<file path="src/pkg/ddspa_pkg.sv">
// Shared constants for the profile-driven phase accumulator core.
// Assumes a single synchronous clock domain (mclk, 50 MHz).
package ddspa_pkg;
  // ==========================================================
  // Widths and counts
  localparam int ACC_W = 48;
  localparam int PHASE_W = 14;
  localparam int DAC_W = 14;
  localparam int PROF_N = 8;
  localparam int PROF_SEL_W = 3;
  localparam int LUT_IDX_W = 5;
  localparam int SYNC_CNT_W = 2;
  localparam logic [SYNC_CNT_W-1:0] SYNC_TICK_CNT = 2'h0;
  localparam int CLK_PERIOD_NS = 20;
  // ==========================================================
  // Field widths and reset values of clock-path settings
  localparam int RF_DIV_W = 2;
  localparam int MN_DIV_W = 4;
  localparam int CP_SCALE_W = 3;
  localparam logic [RF_DIV_W-1:0] RF_DIV_RST = 2'h0;
  localparam logic [MN_DIV_W-1:0] MN_DIV_RST = 4'h0;
  localparam logic [CP_SCALE_W-1:0] CP_SCALE_RST = 3'h0;
  localparam logic [3:0] SURGE_RST = 4'h0;
  localparam logic [DAC_W-1:0] DAC_MID = 14'h2000;
  // ==========================================================
  // Driver source selection
  typedef enum logic [1:0] {
    DDSPA_DRV_UNDIV = 2'b00,
    DDSPA_DRV_DIV = 2'b01,
    DDSPA_DRV_FEEDBACK = 2'b10
  } ddspa_drv_src_t;
endpackage

</file>
<file path="src/verilog/ddspa_core.sv">
// Profile-driven phase accumulator core with cosine output and clock-path settings.
// Assumes host writes buffered values synchronously to mclk; analog parts lie outside.
// Functional notes
// - Accumulator of 48 bits adds the active tuning word every clock.
// - Active phase offset is added to each phase sample before amplitude conversion.
// - Amplitude stage outputs cosine of offset phase, full range one turn.
// - One amplitude word per sample clock goes to the 14-bit converter.
// - Reference divider ratio selectable among 1, 2, 4 and 8.
// - Driver source selectable: undivided, divided reference, or feedback input.
// - Each detector input divider accepts integer ratios 1 through 16.
// - Three-bit field multiplies base pump current by 1 to 8.
// - Bits enable rise and fall surge, disable default surge, pick internal resistor.
// - Single-tone is the reset mode using active profile word and offset.
// - Eight profiles, each with 48-bit tuning word and 14-bit offset.
// - Profile-select pins carry the binary index of the active profile.
// - Tuning word and offset always come from the same profile.
// - Update input copies buffered data to active registers on next sync edge.
// - Sync clock is the system clock divided by four.
`timescale 1ns/10ps
module ddspa_core #(
  parameter int ACC_W = ddspa_pkg::ACC_W,
  parameter int PHASE_W = ddspa_pkg::PHASE_W,
  parameter int PROF_N = ddspa_pkg::PROF_N
) (
  input wire logic mclk, // System clock
  input wire logic rst, // Synchronous reset, active high
  input wire logic profile_sel_bit0, // Profile index bit 0
  input wire logic profile_sel_bit1, // Profile index bit 1
  input wire logic profile_sel_bit2, // Profile index bit 2
  input wire logic io_update, // Transfer buffered settings, level
  input wire logic prof_wr_en, // Write one buffered profile
  input wire logic [2:0] prof_wr_idx, // Profile to write
  input wire logic [ACC_W-1:0] prof_wr_tune, // Buffered tuning word
  input wire logic [PHASE_W-1:0] prof_wr_pow, // Buffered phase offset
  input wire logic [1:0] buf_rf_div_code, // Buffered reference divider code
  input wire logic [3:0] buf_m_div_code, // Buffered reference detector divider, ratio-1
  input wire logic [3:0] buf_n_div_code, // Buffered feedback detector divider, ratio-1
  input wire logic [2:0] buf_cp_scale, // Buffered pump scale, multiplier-1
  input wire logic [1:0] buf_drv_src, // Buffered driver source
  input wire logic buf_core_clk_div, // Buffered core clock path: 1 = divided
  input wire logic [3:0] buf_surge, // Buffered {int_rset, no_default, fall_extra, rise_extra}
  output logic [ddspa_pkg::DAC_W-1:0] dac_word, // Amplitude word, offset binary
  output logic sync_clk_out, // Sync clock, mclk divided by four
  output logic [2:0] active_profile, // Sampled profile index
  output logic [3:0] rf_div_ratio, // Reference divider ratio 1/2/4/8
  output logic [4:0] m_div_ratio, // Reference detector divider ratio
  output logic [4:0] n_div_ratio, // Feedback detector divider ratio
  output logic [3:0] cp_mult, // Pump current multiplier
  output logic [1:0] drv_src_sel, // Driver source
  output logic core_clk_div, // Core clock path
  output logic rise_surge_en, // Extra rising-edge surge current
  output logic fall_surge_en, // Extra falling-edge surge current
  output logic default_surge_off, // Default surge disabled
  output logic int_rset_en // On-chip current-set resistor
);
  generate
    if (ACC_W < PHASE_W || PROF_N != 8 || PHASE_W != ddspa_pkg::PHASE_W) begin : g_chk
      $error("ddspa_core: unsupported parameters");
    end
  endgenerate

  // ==========================================================
  // Sync clock divider
  logic [ddspa_pkg::SYNC_CNT_W-1:0] div_cnt_reg;
  logic sync_tick;
  assign sync_tick = (div_cnt_reg == ddspa_pkg::SYNC_TICK_CNT);

  always_ff @(posedge mclk) begin
    if (rst) begin
      div_cnt_reg <= '0;
      sync_clk_out <= 1'b0;
    end else begin
      div_cnt_reg <= div_cnt_reg + 2'h1;
      sync_clk_out <= ~div_cnt_reg[1];
    end
  end

  // ==========================================================
  // Update request: caught on any high level, served at the next sync edge
  logic upd_pend_reg;
  logic do_update;
  assign do_update = sync_tick && (upd_pend_reg || io_update);

  always_ff @(posedge mclk) begin
    if (rst) begin
      upd_pend_reg <= 1'b0;
    end else if (io_update) begin
      upd_pend_reg <= ~sync_tick; // A new request in the serving cycle is the one served
    end else if (sync_tick) begin
      upd_pend_reg <= 1'b0;
    end
  end

  // ==========================================================
  // Profile storage: buffered set and active set
  logic [ACC_W-1:0] buf_tune [PROF_N];
  logic [PHASE_W-1:0] buf_pow [PROF_N];
  logic [ACC_W-1:0] act_tune [PROF_N];
  logic [PHASE_W-1:0] act_pow [PROF_N];

  always_ff @(posedge mclk) begin
    if (rst) begin
      for (int i = 0; i < PROF_N; i++) begin
        buf_tune[i] <= '0;
        buf_pow[i] <= '0;
      end
    end else if (prof_wr_en) begin
      buf_tune[prof_wr_idx] <= prof_wr_tune;
      buf_pow[prof_wr_idx] <= prof_wr_pow;
    end
  end

  always_ff @(posedge mclk) begin
    if (rst) begin
      for (int i = 0; i < PROF_N; i++) begin
        act_tune[i] <= '0;
        act_pow[i] <= '0;
      end
    end else if (do_update) begin
      for (int i = 0; i < PROF_N; i++) begin
        act_tune[i] <= buf_tune[i];
        act_pow[i] <= buf_pow[i];
      end
    end
  end

  // ==========================================================
  // Clock-path settings, applied with the same update
  always_ff @(posedge mclk) begin
    if (rst) begin
      rf_div_ratio <= 4'h1 << ddspa_pkg::RF_DIV_RST;
      m_div_ratio <= {1'b0, ddspa_pkg::MN_DIV_RST} + 5'h01;
      n_div_ratio <= {1'b0, ddspa_pkg::MN_DIV_RST} + 5'h01;
      cp_mult <= {1'b0, ddspa_pkg::CP_SCALE_RST} + 4'h1;
      drv_src_sel <= ddspa_pkg::DDSPA_DRV_UNDIV;
      core_clk_div <= 1'b0;
      {int_rset_en, default_surge_off, fall_surge_en, rise_surge_en} <= ddspa_pkg::SURGE_RST;
    end else if (do_update) begin
      rf_div_ratio <= 4'h1 << buf_rf_div_code;
      m_div_ratio <= {1'b0, buf_m_div_code} + 5'h01;
      n_div_ratio <= {1'b0, buf_n_div_code} + 5'h01;
      cp_mult <= {1'b0, buf_cp_scale} + 4'h1;
      // Unused code falls back to the undivided input rather than an undefined source
      drv_src_sel <= (buf_drv_src == 2'h3) ? ddspa_pkg::DDSPA_DRV_UNDIV : buf_drv_src;
      core_clk_div <= buf_core_clk_div;
      {int_rset_en, default_surge_off, fall_surge_en, rise_surge_en} <= buf_surge;
    end
  end

  // ==========================================================
  // Profile selection and single-tone data path
  logic [ACC_W-1:0] tune_act_reg;
  logic [PHASE_W-1:0] pow_act_reg;
  logic [ACC_W-1:0] acc_reg;
  logic [PHASE_W-1:0] phase_reg;
  logic [ddspa_pkg::DAC_W-1:0] amp;

  always_ff @(posedge mclk) begin
    if (rst) begin
      active_profile <= '0;
    end else if (sync_tick) begin
      active_profile <= {profile_sel_bit2, profile_sel_bit1, profile_sel_bit0};
    end
  end

  // Both words read with one index so a profile is never split
  always_ff @(posedge mclk) begin
    if (rst) begin
      tune_act_reg <= '0;
      pow_act_reg <= '0;
    end else begin
      tune_act_reg <= act_tune[active_profile];
      pow_act_reg <= act_pow[active_profile];
    end
  end

  always_ff @(posedge mclk) begin
    if (rst) begin
      acc_reg <= '0;
      phase_reg <= '0;
    end else begin
      acc_reg <= acc_reg + tune_act_reg;
      phase_reg <= acc_reg[ACC_W-1 -: PHASE_W] + pow_act_reg;
    end
  end

  ddspa_cos_lut #(
    .PHASE_W(PHASE_W),
    .DAC_W(ddspa_pkg::DAC_W)
  ) u_cos (
    .mclk(mclk),
    .rst(rst),
    .phase_in(phase_reg),
    .amp_out(amp)
  );

  always_ff @(posedge mclk) begin
    if (rst) begin
      dac_word <= ddspa_pkg::DAC_MID;
    end else begin
      dac_word <= amp;
    end
  end

  // ==========================================================
  // Checks
  logic [ACC_W-1:0] sel_tune;
  logic [PHASE_W-1:0] sel_pow;
  assign sel_tune = act_tune[active_profile];
  assign sel_pow = act_pow[active_profile];

  AST_ACC_STEP: assert property (@(posedge mclk) disable iff (rst)
    ##1 acc_reg == $past(acc_reg) + $past(tune_act_reg))
    else $error("accumulator did not step by tuning word");
  AST_PHASE_OFFSET: assert property (@(posedge mclk) disable iff (rst)
    ##1 phase_reg == $past(acc_reg[ACC_W-1 -: PHASE_W]) + $past(pow_act_reg))
    else $error("phase offset not applied");
  AST_SAME_PROFILE: assert property (@(posedge mclk) disable iff (rst)
    ##1 (tune_act_reg == $past(sel_tune)) && (pow_act_reg == $past(sel_pow)))
    else $error("tuning word and offset from different profiles");
  AST_SYNC_PERIOD: assert property (@(posedge mclk) disable iff (rst)
    $rose(sync_clk_out) |-> ##1 sync_clk_out ##1 !sync_clk_out ##1 !sync_clk_out ##1 $rose(sync_clk_out))
    else $error("sync clock is not divide by four");
  AST_PROF_SAMPLE: assert property (@(posedge mclk) disable iff (rst)
    !sync_tick |=> $stable(active_profile))
    else $error("profile changed outside a sync edge");
  AST_PROF_PINS: assert property (@(posedge mclk) disable iff (rst)
    sync_tick |=> active_profile == $past({profile_sel_bit2, profile_sel_bit1, profile_sel_bit0}))
    else $error("profile index not taken from pins");
  AST_UPDATE_SYNC: assert property (@(posedge mclk) disable iff (rst)
    (io_update && !sync_tick) |-> ##[1:4] (sync_tick && upd_pend_reg))
    else $error("update not served at next sync edge");
  AST_CP_MULT: assert property (@(posedge mclk) disable iff (rst)
    do_update |=> cp_mult == $past(buf_cp_scale) + 4'h1)
    else $error("pump multiplier wrong");
  AST_RF_RATIO: assert property (@(posedge mclk) disable iff (rst)
    $onehot(rf_div_ratio) && (rf_div_ratio <= 4'h8))
    else $error("reference divider ratio illegal");
  AST_MN_RANGE: assert property (@(posedge mclk) disable iff (rst)
    do_update |=> (m_div_ratio == {1'b0, $past(buf_m_div_code)} + 5'h01) &&
      (n_div_ratio == {1'b0, $past(buf_n_div_code)} + 5'h01))
    else $error("detector divider ratio wrong");
  AST_HOLD_NO_UPDATE: assert property (@(posedge mclk) disable iff (rst)
    !do_update |=> $stable(cp_mult) && $stable(drv_src_sel) && $stable(rise_surge_en))
    else $error("settings changed without an update");
  AST_DAC_PIPE: assert property (@(posedge mclk) disable iff (rst)
    ##1 dac_word == $past(amp))
    else $error("amplitude word not delivered");
endmodule

</file>
<file path="src/verilog/ddspa_cos_lut.sv">
// Phase-to-amplitude stage: quarter-wave cosine table, offset-binary output.
// Assumes phase arrives registered; adds one cycle of latency.
`timescale 1ns/10ps
module ddspa_cos_lut #(
  parameter int PHASE_W = ddspa_pkg::PHASE_W,
  parameter int DAC_W = ddspa_pkg::DAC_W
) (
  input wire logic mclk, // System clock
  input wire logic rst, // Synchronous reset
  input wire logic [PHASE_W-1:0] phase_in, // Offset phase, full range = one turn
  output logic [DAC_W-1:0] amp_out // Amplitude word
);
  localparam int IW = ddspa_pkg::LUT_IDX_W;
  // ==========================================================
  // Table of 8191*cos((i+0.5)*pi/64); half-step offset keeps quadrants symmetric
  localparam logic [12:0] COS_TAB [0:31] = '{
    13'h1FFD, 13'h1FE9, 13'h1FC1, 13'h1F86, 13'h1F38, 13'h1ED6, 13'h1E62, 13'h1DDA,
    13'h1D40, 13'h1C94, 13'h1BD7, 13'h1B08, 13'h1A29, 13'h1939, 13'h183A, 13'h172C,
    13'h1610, 13'h14E6, 13'h13AF, 13'h126C, 13'h111E, 13'h0FC5, 13'h0E63, 13'h0CF7,
    13'h0B84, 13'h0A09, 13'h0889, 13'h0703, 13'h0578, 13'h03EB, 13'h025B, 13'h00C9};

  generate
    if (PHASE_W < IW + 2 || DAC_W != 14) begin : g_chk
      $error("ddspa_cos_lut: unsupported widths");
    end
  endgenerate

  logic [1:0] quad;
  logic [IW-1:0] idx;
  logic [12:0] mag;
  logic neg;

  // Quadrant folding: cos is mirrored in q1/q3 and negated in q1/q2
  always_comb begin
    quad = phase_in[PHASE_W-1 -: 2];
    idx = phase_in[PHASE_W-3 -: IW];
    mag = (quad[0]) ? COS_TAB[~idx] : COS_TAB[idx];
    neg = quad[1] ^ quad[0];
  end

  always_ff @(posedge mclk) begin
    if (rst) begin
      amp_out <= ddspa_pkg::DAC_MID;
    end else begin
      amp_out <= neg ? ddspa_pkg::DAC_MID - {1'b0, mag} : ddspa_pkg::DAC_MID + {1'b0, mag};
    end
  end

  AST_PEAK_AT_ZERO: assert property (@(posedge mclk) disable iff (rst)
    (phase_in[PHASE_W-1 -: IW+2] == '0) |=> (amp_out == 14'h3FFD))
    else $error("cosine peak missing at zero phase");
endmodule

</file>
<file path="config.mk">
export PLATFORM = sky130hd
export DESIGN_NAME = ddspa_core
export DESIGN_NICKNAME = d
export VERILOG_FILES = /design/src/pkg/ddspa_pkg.sv /design/src/verilog/ddspa_core.sv /design/src/verilog/ddspa_cos_lut.sv
export SDC_FILE = /design/constraint.sdc
export NUM_CORES = 2
export LEC_CHECK = 0
export BUFFER_PORTS_ARGS = -buffer_cell sky130_fd_sc_hd__buf_2
export CORE_MARGIN = 1.5
export CORE_UTILIZATION = 60
export CTS_BUF_LIST = sky130_fd_sc_hd__clkbuf_4 sky130_fd_sc_hd__clkbuf_8
export CTS_CLUSTER_DIAMETER = 120
export DETAILED_ROUTE_END_ITERATION = 10
export GPL_TIMING_DRIVEN = 0
export HOLD_SLACK_MARGIN = 0.1
export PLACE_DENSITY_LB_ADDON = 0.08
export SETUP_SLACK_MARGIN = 0.3
export SKIP_CTS_REPAIR_TIMING = 1
export SYNTH_ARGS = -nofsm -noshare
export SYNTH_HDL_FRONTEND = slang
export SYNTH_SLANG_ARGS = --single-unit
export TNS_END_PERCENT = 5
</file>
<file path="constraint.sdc">
create_clock -name mclk -period 32.8 [get_ports mclk]
set_clock_uncertainty 0.15 [all_clocks]
set_input_delay 1.64 -clock mclk [delete_from_list [all_inputs] [get_ports mclk]]
set_output_delay 1.64 -clock mclk [all_outputs]
set_load 0.01 [all_outputs]
</file>
==> flow_summary.toml <==
[logic_synthesis]
synth_sequential_area_ratio_pct = 67.6
synth_top_area_share_pct = 60.4
synth.ff_latch_count = 1169
biggest_area_contributors_in_the_synthesized_netlist = "edfxtp_1 60%, and2_1 11%, dfxtp_1 7.2%"
syn_area_per_cell_sq_um = 14.6
syn_inst = 3382
number_of_enable_flip_flop_cells_after_synthesis = 992
syn_nets = 3549
synth.distinct_cells = 71
yosys_warnings = 0
synth-async-reset-ratio_pct = 0
ys_dominant_reg_cell = "edfxtp_1"
synthDominantAreaCellType = "edfxtp_1"
syn_area_sq_um = 49300

[floorplan]
floorplan_core_area_sq_um = 80900
fp.dieArea_sq_um = 83900
boundaryPins = 135
die_h_microns = 290
start_util_pct = 60.9
rows = 104
dieWidth_microns = 290

[worst_setup_path]
worstPathCellList = "clkbuf_1 -> clkbuf_1 -> clkbuf_1 -> mux4_2 -> mux2i_1 -> nor2_1"
cpMaxStageDelayCell = "clkbuf_1"
setup.worst_path.class = "register to register"
critPathMostFrequentCell = "clkbuf_1"
worst_setup_path_start_kind = "register"
required_ps = 33310
cp_slowest_stage_delay_ps = 940
cpLargestDelayFamily = "buffers and inverters"
sort_of_element_at_the_end_of_the_critical_path = "register"
worst_setup_slack_for_register_to_register_paths_ps = 28770
worstPathArrival_ps = 4540
critical_path_peak_fanout = 10
cp.buffers_inverters = 3

[detailed_routing]
antenna_violating_nets_post_route = 0
detail_route.drc_violations = 0
num_vias = 27800
drt-wirelength-per-cell_microns = 22.8
drt-initial-drc-count = 2196
via_per_inst = 5.63
route.final.wire_length_microns = 112000
drt_first_pass_iters = 6

[finish]
finalNetCount = 3886
layout_commonest_cell = "edfxtp_1"
post_route_cells_drive_above_1_share_pct = 17.4
areaGrowthSynthToFinish_pct = 12.7
registers_with_the_highest_flip_flop_counts = "act_tune x384, buf_tune x384"
finalCoreUtilization_pct = 68.7
total_of_fill_cells_in_the_finished_design = 5625
ff_latch_area_sq_um = 33300
final_cell_mix = "992 x edfxtp_1, 871 x and2_1, 199 x clkbuf_8"
final_cell_count_no_fill = 4933
multiInputGateArea_sq_um = 15100
layout.cell_area.non_filler_sq_um = 55600

[clock_network]
total_cts_buffers = 181
clock_insertion_delay_worst_skew_ps = 850
htree_num_levels = 4
cts.sinks = 1169
clk_transition_reported_paths_ps = 60
cell_chosen_for_the_clock_root = "clkbuf_8"
cts_tree = "built"
clockBufferDepth = 3

[timing]
setup_slack_of_the_critical_path_after_layout_ps = 28770
rsz0062_at_grt = "no"
worst_pin_slew_ps = 1250
min_period_over_period_pct = 12.3
f_max_ghz = 0.248
max_slew_headroom_pct = 16.9
setup_tns_ps = 0
hold_viol = 0
holdWs_ps = 269
timing.final.setup_violations = 0
number_of_slew_limit_violations_in_the_final_report = 0
post-route-min-period_ps = 4030

[place]
gp_congestion = 0.909
placed_cell_area_sq_um = 51800
detailedPlacementHpwl_microns = 77000
io_buffer_count = 134
pre_cts_ws_ps = 27900
post-place-cells = 4596

[hold_path]
min-delay-path-class = "register to register"

[job]
number_of_max_cap_violations = 0

[grt]
track_usage_pct = 27.3
grt_first_pass_wirelength_microns = 166000
grt_overflow_total = 0
grt_pass1_vias = 28200
grt_antenna_before_repair = 10
grt_max_degree = 141

[power_and_ir_drop]
power_mw = 3.48
largest_voltage_drop_on_the_vdd_net_v = 0.0000404
power.density_cell_area_nw_per_um2 = 62.6
p_leak_nw = 21.0

[status]
run_status = "completed"
## synth_stat cells, types with 17 or more instances
library cell and number:
inv_1 27, nor3_1 17, nand2_1 66, o21ai_0 50, clkbuf_1 152, xnor2_1 35
dfxtp_1 177, a21oi_1 73, mux2i_1 69, buf_2 30, a21o_1 35, ha_1 74
nor2_1 176, mux4_2 134, xor2_1 28, edfxtp_1 992, nor2b_1 158, and2_1 871
## worst register-to-register path: cells and delay by family, from the launching register on
kind                   cells  cell delay [ps]
AND/OR/NAND/NOR            1              160
buffers and inverters      3             2360
flip-flops                 1              390
multiplexers               2              800
## area by class of cell
type                            instances  area share [%]
Antenna cell                            4          0.0180
Clock buffer                          276            5.97
Clock inverter                         57           0.817
Timing Repair Buffer                  154            1.99
Inverter                               29           0.209
Sequential cell                      1169            60.0
Buffer                                200            1.45
Multi-Input combinational cell       1984            27.2
Tap cell                             1060            2.39
## metal layers
layer	track usage (%)	share of wire [%]
met5	0	0
met4	8.89	2.6
met3	4.29	6.5
met2	47.4	51
met1	35.3	40
## worst paths after layout
check / from / endpoint / depth (start not counted)
worst max-delay path: active_profile[1] / pow_act_reg[12] / 6
worst min-delay path: u_cos.amp_out[13] / dac_word[13] / 1
worst min register to register: u_cos.amp_out[13] / dac_word[13] / 1
worst max register to register: active_profile[1] / pow_act_reg[12] / 6
## where the power goes
group          total (mW)  switching, mW  internal (mW)
combinational       0.436          0.266          0.170
sequential           1.80         0.0383           1.76
clock                1.25          0.562          0.688
## kinds of logic (layout without fill, tap and decap cells)
logic type               Yosys count  count (layout)  share of synthesized area, %
AO/OA/AOI/OAI                    271             271                          3.76
XOR/XNOR                          63              63                          1.12
adder cells (fa/ha/maj)           75              75                          1.92
buffers and inverters            229             716                          1.85
flip-flops                      1169            1169                          67.6
multiplexers                     211             211                          7.70
other                              0               4                             0
AND/OR/NAND/NOR                 1364            1364                          16.1
(Power assumes the default switching activity.)
